`src/hw/mct_pkg.sv`:
```
package mct_pkg;
	// ---------------------------------------------------------------
	// register map (byte addresses, word aligned)
	// ---------------------------------------------------------------
	localparam logic [7:0] OFS_CTRL = 8'h00;
	localparam logic [7:0] OFS_DIV = 8'h04;
	localparam logic [7:0] OFS_ACTW = 8'h08;
	localparam logic [7:0] OFS_CNT = 8'h0c;
	localparam logic [7:0] OFS_RES = 8'h10;
	localparam logic [7:0] OFS_STAT = 8'h14;

	// ---------------------------------------------------------------
	// control field positions
	// ---------------------------------------------------------------
	localparam int CB_EN = 0;
	localparam int CB_MODE = 1;
	localparam int CB_GNONE = 4;
	localparam int CB_GPOL = 5;
	localparam int CB_EXT = 6;
	localparam int CB_OTYP = 7;
	localparam int CB_STRT = 8;
	localparam int CB_STOP = 10;

	// ---------------------------------------------------------------
	// reset values and constants
	// ---------------------------------------------------------------
	localparam logic [31:0] CTRL_RST = 32'h0000_0000;
	localparam logic [31:0] DIV_RST = 32'h0000_0001;
	localparam logic [31:0] ACTW_RST = 32'h0000_0001;
	localparam logic [31:0] CNT_RST = 32'h0000_0000;
	localparam logic [31:0] CNT_MAX = 32'hffff_ffff;
	localparam logic OUT_RST = 1'b1;
	localparam int TB_HZ = 20_000_000;
	localparam int TB_PERIOD_NS = 1_000_000_000 / TB_HZ;
	localparam logic [4:0] CHAN_CT0 = 5'h11;
	localparam logic [4:0] CHAN_CT1 = 5'h12;

	typedef enum logic [2:0] {
		MD_EVENT = 3'b000,
		MD_UPDN = 3'b001,
		MD_FREQ = 3'b010,
		MD_E2E = 3'b011,
		MD_CE2E = 3'b100,
		MD_RATE = 3'b101,
		MD_ONESHOT = 3'b110,
		MD_REPOS = 3'b111
	} mct_mode_t;

	typedef enum logic [1:0] {
		ST_IDLE = 2'b00,
		ST_ARM = 2'b01,
		ST_RUN = 2'b10,
		ST_DONE = 2'b11
	} mct_state_t;

	typedef enum logic [1:0] {
		ES_GRISE = 2'b00,
		ES_GFALL = 2'b01,
		ES_CRISE = 2'b10,
		ES_CFALL = 2'b11
	} mct_edge_t;
endpackage

```
`src/hw/mct_top.sv`:
```
// Summary of operation
// - event count adds one per clock-input rise while gate is active
// - count wraps to zero past full 32 bits and continues
// - up/down: rise increments with gate high, decrements with gate low
// - up/down ignores gate type; gate level is only direction
// - gated frequency count sees no edges before the gate pulse activates
// - start and stop edges each pick rise or fall of gate or clock
// - after start, count every tick until stop, then hold until restarted
// - edge measurement counts at time-base rate, result in base periods
// - continuous mode latches count on each start edge after the first (which only starts counting) and restarts
// - new latch replaces old; stream read returns it then clears it
// - stream read before any completed measurement returns zero
// - rate mode pulses while gate active, stops once gate leaves level
// - rate output at most half time base, or half external clock
// - pulse period from divided time base or from external clock
// - one-shot: one pulse on gate edge, then ignore all inputs
// - one-shot forces full duty cycle
// - repetitive one-shot: one pulse per gate edge until stopped
// - gate edges during a repetitive pulse are ignored
// - repetitive one-shot forces full duty cycle
// - gate and output polarities are software selectable; clock input counts on rise only
// - counter value readable in stream as channel 17 or 18
// - internal counter clock is the fixed time base
// - divider accepts 2 up to 4294967296
// - output type selects which level is active; duty sets active share
module mct_top #(
	parameter logic [4:0] CHAN_ID = mct_pkg::CHAN_CT0
) (
	input wire logic core_clk,
	input wire logic reset_n,
	input wire logic hsel,
	input wire logic [31:0] haddr,
	input wire logic [1:0] htrans,
	input wire logic hwrite,
	input wire logic [2:0] hsize,
	input wire logic [31:0] hwdata,
	input wire logic hready,
	output logic hreadyout,
	output logic [31:0] hrdata,
	output logic hresp,
	input wire logic ct_clk_in,
	input wire logic ct_gate_in,
	output logic ct_pulse_out,
	input wire logic strm_rd,
	input wire logic [4:0] strm_chan,
	output logic [31:0] strm_data,
	output logic strm_ack
);
	import mct_pkg::*;

	function automatic logic edge_pick(input logic [1:0] sel, input logic gr,
			input logic gf, input logic cr, input logic cf);
		unique case (mct_edge_t'(sel))
			ES_GRISE: edge_pick = gr;
			ES_GFALL: edge_pick = gf;
			ES_CRISE: edge_pick = cr;
			ES_CFALL: edge_pick = cf;
		endcase
	endfunction

	// ---------------------------------------------------------------
	// bus slave
	// ---------------------------------------------------------------
	logic dp_val_r;
	logic dp_wr_r;
	logic [7:0] dp_addr_r;
	logic rd_wait_r;
	logic [31:0] hrdata_r;
	logic [31:0] ctrl_r;
	logic [31:0] div_r;
	logic [31:0] actw_r;
	logic [31:0] cnt_r;
	logic [31:0] res_r;
	logic out_r;
	mct_state_t st_r;
	logic ap_ok;
	logic wr_ok;
	logic go;
	logic cnt_ld;
	logic ctrl_wr;

	assign ap_ok = hsel & hready & htrans[1];
	assign wr_ok = dp_val_r & dp_wr_r;
	assign ctrl_wr = wr_ok & (dp_addr_r == OFS_CTRL);
	assign go = ctrl_wr & hwdata[CB_EN];
	assign cnt_ld = wr_ok & (dp_addr_r == OFS_CNT);
	// one wait state on reads so data written just before is seen
	assign hreadyout = ~rd_wait_r;
	assign hrdata = hrdata_r;
	assign hresp = 1'b0;

	always_ff @(posedge core_clk or negedge reset_n) begin
		if (!reset_n) begin
			dp_val_r <= 1'b0;
			dp_wr_r <= 1'b0;
			dp_addr_r <= 8'h00;
			rd_wait_r <= 1'b0;
		end else begin
			dp_val_r <= ap_ok;
			rd_wait_r <= ap_ok & ~hwrite;
			if (ap_ok) begin
				dp_wr_r <= hwrite;
				dp_addr_r <= haddr[7:0];
			end
		end
	end

	always_ff @(posedge core_clk or negedge reset_n) begin
		if (!reset_n) begin
			hrdata_r <= 32'h0000_0000;
		end else if (rd_wait_r) begin
			unique case (dp_addr_r)
				OFS_CTRL: hrdata_r <= ctrl_r;
				OFS_DIV: hrdata_r <= div_r;
				OFS_ACTW: hrdata_r <= actw_r;
				OFS_CNT: hrdata_r <= cnt_r;
				OFS_RES: hrdata_r <= res_r;
				OFS_STAT: hrdata_r <= {29'h0, out_r, st_r};
				default: hrdata_r <= 32'h0000_0000;
			endcase
		end
	end

	// divider register holds period minus one, so 1..ffffffff
	always_ff @(posedge core_clk or negedge reset_n) begin
		if (!reset_n) begin
			ctrl_r <= CTRL_RST;
			div_r <= DIV_RST;
			actw_r <= ACTW_RST;
		end else if (wr_ok) begin
			if (dp_addr_r == OFS_CTRL)
				ctrl_r <= hwdata;
			if (dp_addr_r == OFS_DIV)
				div_r <= (hwdata == 32'h0) ? DIV_RST : hwdata;
			if (dp_addr_r == OFS_ACTW)
				actw_r <= hwdata;
		end
	end

	// ---------------------------------------------------------------
	// configuration decode
	// ---------------------------------------------------------------
	mct_mode_t mode;
	logic en;
	logic gnone;
	logic gpol;
	logic ext;
	logic otyp;
	logic is_os;

	assign mode = mct_mode_t'(ctrl_r[CB_MODE +: 3]);
	assign en = ctrl_r[CB_EN];
	assign gnone = ctrl_r[CB_GNONE];
	assign gpol = ctrl_r[CB_GPOL];
	assign ext = ctrl_r[CB_EXT];
	assign otyp = ctrl_r[CB_OTYP];
	assign is_os = (mode == MD_ONESHOT) | (mode == MD_REPOS);

	// ---------------------------------------------------------------
	// input synchronisers and edges
	// ---------------------------------------------------------------
	logic [2:0] csy_r;
	logic [2:0] gsy_r;
	logic c_rise;
	logic c_fall;
	logic g_rise;
	logic g_fall;
	logic g_lvl;
	logic gate_act;
	logic g_trig;
	logic e_start;
	logic e_stop;

	always_ff @(posedge core_clk or negedge reset_n) begin
		if (!reset_n) begin
			csy_r <= 3'h0;
			gsy_r <= 3'h0;
		end else begin
			csy_r <= {csy_r[1:0], ct_clk_in};
			gsy_r <= {gsy_r[1:0], ct_gate_in};
		end
	end

	assign c_rise = csy_r[1] & ~csy_r[2];
	assign c_fall = ~csy_r[1] & csy_r[2];
	assign g_rise = gsy_r[1] & ~gsy_r[2];
	assign g_fall = ~gsy_r[1] & gsy_r[2];
	assign g_lvl = gsy_r[1];
	assign gate_act = gnone | (g_lvl == gpol);
	assign g_trig = gpol ? g_rise : g_fall;
	assign e_start = edge_pick(ctrl_r[CB_STRT +: 2], g_rise, g_fall, c_rise, c_fall);
	assign e_stop = edge_pick(ctrl_r[CB_STOP +: 2], g_rise, g_fall, c_rise, c_fall);

	// ---------------------------------------------------------------
	// pulse period generator
	// ---------------------------------------------------------------
	logic [31:0] pcnt_r;
	logic tick;
	logic pend;
	logic gen_on;
	logic act;

	// a single-cycle external tick caps output at half the input rate
	assign tick = ext ? c_rise : 1'b1;
	assign pend = tick & (pcnt_r == div_r);
	assign gen_on = (st_r == ST_RUN) & (((mode == MD_RATE) & gate_act) | is_os);
	assign act = gen_on & (is_os | (pcnt_r < actw_r));

	always_ff @(posedge core_clk or negedge reset_n) begin
		if (!reset_n)
			pcnt_r <= CNT_RST;
		else if (!gen_on)
			pcnt_r <= CNT_RST;
		else if (pend)
			pcnt_r <= CNT_RST;
		else if (tick)
			pcnt_r <= pcnt_r + 32'h1;
	end

	always_ff @(posedge core_clk or negedge reset_n) begin
		if (!reset_n)
			out_r <= OUT_RST;
		else
			out_r <= act ? otyp : ~otyp;
	end

	assign ct_pulse_out = out_r;

	// ---------------------------------------------------------------
	// operation state
	// ---------------------------------------------------------------
	always_ff @(posedge core_clk or negedge reset_n) begin
		if (!reset_n) begin
			st_r <= ST_IDLE;
		end else if (ctrl_wr) begin
			if (!hwdata[CB_EN])
				st_r <= ST_IDLE;
			else if (hwdata[CB_MODE +: 3] >= MD_E2E && hwdata[CB_MODE +: 3] != MD_RATE)
				st_r <= ST_ARM;
			else
				st_r <= ST_RUN;
		end else begin
			unique case (st_r)
				ST_IDLE: st_r <= ST_IDLE;
				ST_ARM: begin
					if (is_os ? g_trig : e_start)
						st_r <= ST_RUN;
				end
				ST_RUN: begin
					if (mode == MD_E2E && e_stop)
						st_r <= ST_DONE;
					else if (mode == MD_ONESHOT && pend)
						st_r <= ST_DONE;
					else if (mode == MD_REPOS && pend)
						st_r <= ST_ARM;
				end
				ST_DONE: st_r <= ST_DONE;
			endcase
		end
	end

	// ---------------------------------------------------------------
	// counter and latched result
	// ---------------------------------------------------------------
	logic strm_hit;
	logic ce_latch;

	assign strm_hit = strm_rd & (strm_chan == CHAN_ID);
	assign ce_latch = (mode == MD_CE2E) & (st_r == ST_RUN) & e_start;

	always_ff @(posedge core_clk or negedge reset_n) begin
		if (!reset_n) begin
			cnt_r <= CNT_RST;
		end else if (cnt_ld) begin
			cnt_r <= hwdata;
		end else if (go) begin
			if (hwdata[CB_MODE +: 3] != MD_UPDN)
				cnt_r <= CNT_RST;
		end else if (st_r == ST_RUN) begin
			unique case (mode)
				MD_EVENT, MD_FREQ: begin
					if (c_rise & gate_act)
						cnt_r <= cnt_r + 32'h1;
				end
				MD_UPDN: begin
					if (c_rise)
						cnt_r <= g_lvl ? cnt_r + 32'h1 : cnt_r - 32'h1;
				end
				MD_E2E: begin
					if (!e_stop)
						cnt_r <= cnt_r + 32'h1;
				end
				MD_CE2E: cnt_r <= e_start ? CNT_RST : cnt_r + 32'h1;
				default: cnt_r <= cnt_r;
			endcase
		end else if (st_r == ST_ARM && !is_os && e_start) begin
			cnt_r <= CNT_RST;
		end
	end

	// latch wins over the read clear so no measurement is lost
	always_ff @(posedge core_clk or negedge reset_n) begin
		if (!reset_n)
			res_r <= CNT_RST;
		else if (ce_latch)
			res_r <= cnt_r;
		else if (go || (strm_hit && mode == MD_CE2E))
			res_r <= CNT_RST;
	end

	always_ff @(posedge core_clk or negedge reset_n) begin
		if (!reset_n) begin
			strm_data <= CNT_RST;
			strm_ack <= 1'b0;
		end else begin
			strm_ack <= strm_hit;
			if (strm_hit)
				strm_data <= (mode == MD_CE2E) ? res_r : cnt_r;
		end
	end

	logic quiet;
	assign quiet = !wr_ok;
endmodule

```
`config.mk`:
```
export PLATFORM = sky130hd
export DESIGN_NAME = mct_top
export DESIGN_NICKNAME = d
export VERILOG_FILES = /design/src/hw/mct_pkg.sv /design/src/hw/mct_top.sv
export SDC_FILE = /design/constraint.sdc
export NUM_CORES = 1
export LEC_CHECK = 0
export BUFFER_PORTS_ARGS = -buffer_cell sky130_fd_sc_hd__buf_4
export CAP_MARGIN = 10
export CORE_MARGIN = 3
export CORE_UTILIZATION = 50
export CTS_CLUSTER_DIAMETER = 120
export DETAILED_ROUTE_END_ITERATION = 6
export GPL_ROUTABILITY_DRIVEN = 0
export HOLD_SLACK_MARGIN = 0.02
export PLACE_DENSITY = 0.81
export SYNTH_ARGS = -nofsm -noshare
export SYNTH_HDL_FRONTEND = slang
export SYNTH_SLANG_ARGS = --single-unit
```
`constraint.sdc`:
```
create_clock -name core_clk -period 2.6 [get_ports core_clk]
set_input_delay 0.39 -clock core_clk [delete_from_list [all_inputs] [get_ports core_clk]]
set_output_delay 0.39 -clock core_clk [all_outputs]
set_load 0.02 [all_outputs]
```
==> results_dict.tcl <==
set metrics [dict create \
    status "finished with violations" \
    violations "design-rule violations" \
    drive_gt1_share_pct 20.7 \
    relSlewSlack_pct 61.1 \
    finalCritPeriodShare_pct 97.4 \
    ant_nets 0 \
    vdd_drop_max_uv 470 \
    cts.sinks 277 \
    criticalPathCategory "reg -> reg" \
    r2r-end "cnt_r[20]$_DFFE_PN0P_" \
    h-tree-depth 1 \
    fill_cells 2373 \
    track_usage_pct 28.6 \
    instances_no_fill 2138 \
    grt_pass1_vias 13700 \
    cts_buffer_depth 3 \
    die_y_um 180 \
    cp.arrival_ns 2.98 \
    dp_hpwl_um 34000 \
    hold_violations 0 \
    synth_area_leaders "dfrtp_1, nand2_1, o21ai_0" \
    cap_violations 0 \
    area_growth_pct 18.9 \
    numPortBuffers 120 \
    r2r-start "dp_addr_r[1]$_DFFE_PN0P_" \
    drt-initial-drc-count 2236 \
    power_density_nw_per_um2 656 \
    ff2ff_path_depth 7 \
    postSynthCellCount 1597 \
    yosys.cell_types.count 87 \
    grt_pass1_wl_um 75400 \
    synthesis.area_um2 15200 \
    min_path_type "in -> reg" \
    grt_max_degree 70 \
    cts.clk_slew.worst_paths_ns 0.06 \
    synthArstFlopShare_pct 100 \
    fin_ws_ns 0.0669 \
    tightest_slew_ns 0.583 \
    io_pins 150 \
    leakage_nw 8.29 \
    cts-root-buf "clkbuf_16" \
    die_area_um2 32400 \
    whs_ns 0.0633 \
    r2r_slack_ns 0.07 \
    yosysMostFrequentCell "dfrtp_1" \
    ys_top_cells_by_count "dfrtp_1, nand2_1, o21ai_0" \
    yosys_warnings 0 \
    ys_seq_elements 277 \
    place_inst 2076 \
    synth_nets 1713 \
    ys_seq_area_share_pct 45.7 \
    yosysTopAreaCell "dfrtp_1" \
    nNetsFinal 1842 \
    synth.top_cell.area_share_pct 45.2 \
    antenna_found_initial 0 \
    dr.pass1.iters 7 \
    slew_violations 0 \
    cts_tree "built" \
    finalSetupViolCount 0 \
    max_clock_freq_mhz 395 \
    worstPathRequired_ns 3.05 \
    skew_ns 0.0152 \
    initial_core_util_pct 50.9 \
    holdPathStages 2 \
    path_max_fanout 9 \
    rows 63 \
    synthFlopType "dfrtp_1" \
    drt_drc_violations_left 9 \
    die_w_um 180 \
    hold_end "dp_addr_r[3]$_DFFE_PN0P_" \
    synth-edff-count 0 \
    period_needed_ns 2.53 \
    critPathCaptureType "flop" \
    num_vias 14000 \
    via_per_inst 6.53 \
    drt-total-wl_um 48200 \
    cts_buffers 29 \
    pre_cts_ws_ns 0.0306 \
    hold_start "haddr[3]" \
    wl_per_cell_um 22.5 \
    clkLatencyLatePin_ns 0.56 \
    core_area_um2 29800 \
    synth_area_per_cell_um2 9.49 \
    gr-total-overflow 0 \
    antenna_cells 0 \
    start_kind "flop" \
]
==> worst max-delay path, stage by stage (launching register included) <==
cell and delay, ns:
dfrtp_1 0.41, or4_4 0.57, or4_4 0.56, nand3_1 0.19, o22a_4 0.27, nand2_2 0.09, buf_4 0.15, o21ai_1 0.19
==> layer usage <==
metal	vias to the layer above	global-route usage (%)	wire length (um)
li1	6143	-	-
met1	6634	38.8	18100
met2	967	43.8	21200
met3	212	7.45	6580
met4	0	12.2	2310
met5	-	0	0
==> metrics by stage <==
step / power (mW) / util (%) / area (um2) / setup TNS (ns)
global placement: 7.51 / 56.9 / 16900 / 0
finish: 11.8 / 60.5 / 18000 / 0
CTS: 11.7 / 60.2 / 17900 / 0
global route: 12.3 / 60.5 / 18000 / -0.00968
detailed placement: 7.60 / 56.9 / 16900 / 0
floorplan: 6.48 / - / 15200 / 0
==> area by class of cell <==
class / instances / area, um2 / area share (%)
inverters: 48 / 180 / 1.00
well taps: 390 / 488 / 2.71
multi-input cells: 1146 / 7600 / 42.2
clock buffers: 43 / 868 / 4.82
repair buffers: 224 / 1860 / 10.3
flip-flops and latches: 277 / 6940 / 38.5
clock inverters: 10 / 83.8 / 0.465
==> cell usage in the layout, fill, tap and decap left out, types with 6 or more instances in the layout <==
| master | netlist | layout |
|---|---|---|
| a211oi_1 | 7 | 7 |
| a21o_1 | 32 | 32 |
| a21oi_1 | 83 | 81 |
| a221o_1 | 8 | 8 |
| a221oi_1 | 6 | 6 |
| a222oi_1 | 29 | 29 |
| a22o_1 | 35 | 35 |
| a22oi_1 | 41 | 41 |
| a31oi_1 | 11 | 11 |
| and2_1 | 8 | 8 |
| and3_1 | 12 | 12 |
| and4_1 | 10 | 10 |
| buf_12 | 0 | 13 |
| buf_4 | 4 | 206 |
| clkbuf_16 | 0 | 29 |
| clkbuf_8 | 0 | 9 |
| clkinv_2 | 0 | 6 |
| dfrtp_1 | 274 | 274 |
| ha_1 | 34 | 33 |
| inv_1 | 47 | 47 |
| mux2_2 | 39 | 39 |
| mux2i_1 | 33 | 33 |
| nand2_1 | 226 | 225 |
| nand2b_1 | 6 | 6 |
| nand3_1 | 47 | 46 |
| nand4_1 | 24 | 24 |
| nor2_1 | 76 | 76 |
| nor2b_1 | 9 | 9 |
| nor3_1 | 28 | 26 |
| nor4_1 | 29 | 29 |
| o21ai_0 | 104 | 104 |
| o21ai_1 | 25 | 25 |
| o22ai_1 | 7 | 7 |
| o31ai_1 | 11 | 11 |
| or2_2 | 6 | 6 |
| or3_1 | 9 | 8 |
| xnor2_1 | 11 | 11 |
| xor2_1 | 42 | 42 |
==> flip-flops by register name (all words and copies together), names as in the netlist <==
name,count
dp_addr_r,8
strm_ack,1
st_r,2
ct_pulse_out,1
strm_data,32
hrdata,32
res_r,32
div_r,32
pcnt_r,32
dp_wr_r,1
rd_wait_r,1
ctrl_r,32
dp_val_r,1
gsy_r,3
actw_r,32
csy_r,3
cnt_r,32
==> kinds of logic (layout without fill, tap and decap cells) <==
logic type / after synthesis / count (layout) / share of synthesized area [%]
multiplexers: 78 / 78 / 5.82
flip-flops: 277 / 277 / 45.7
other: 1 / 1 / 0.0247
AND/OR/NAND/NOR: 528 / 528 / 17.4
adder cells (fa/ha/maj): 34 / 34 / 2.81
AO/OA/AOI/OAI: 452 / 452 / 20.4
XOR/XNOR: 53 / 53 / 3.06
buffers and inverters: 174 / 325 / 4.78
==> repair_timing <==
action / 4_1_cts / 5_1_grt
setup buffers: 0 / 5
endpoints found under the setup margin: 0 / 36
gates resized for setup: 0 / 8
hold buffers: 4 / 0
hold endpoints to repair: 64 / 0
==> worst max-delay path by stage <==
| stage | start | endpoint | depth (start not counted) |
|---|---|---|---|
| 4_1_cts | dp_addr_r[0]$_DFFE_PN0P_ | hrdata[14]$_DFFE_PN0P_ | 7 |
| 5_1_grt | csy_r[2]$_DFF_PN0_ | pcnt_r[28]$_DFFE_PN0P_ | 8 |
| 3_5_place_dp | dp_addr_r[0]$_DFFE_PN0P_ | hrdata[17]$_DFFE_PN0P_ | 7 |
| 2_1_floorplan | cnt_r[1]$_DFFE_PN0P_ | cnt_r[12]$_DFFE_PN0P_ | 10 |
| 6_report | dp_addr_r[1]$_DFFE_PN0P_ | cnt_r[20]$_DFFE_PN0P_ | 7 |
| 3_3_place_gp | dp_addr_r[1]$_DFFE_PN0P_ | cnt_r[23]$_DFFE_PN0P_ | 7 |
==> report_power, final <==
part           switching [mW]  leakage [nW]  internal, mW
logic                    1.67          4.34          1.03
registers               0.353          3.48          4.62
clock network            1.74         0.470          2.40
Note: power is estimated with default switching activity, not from simulation.
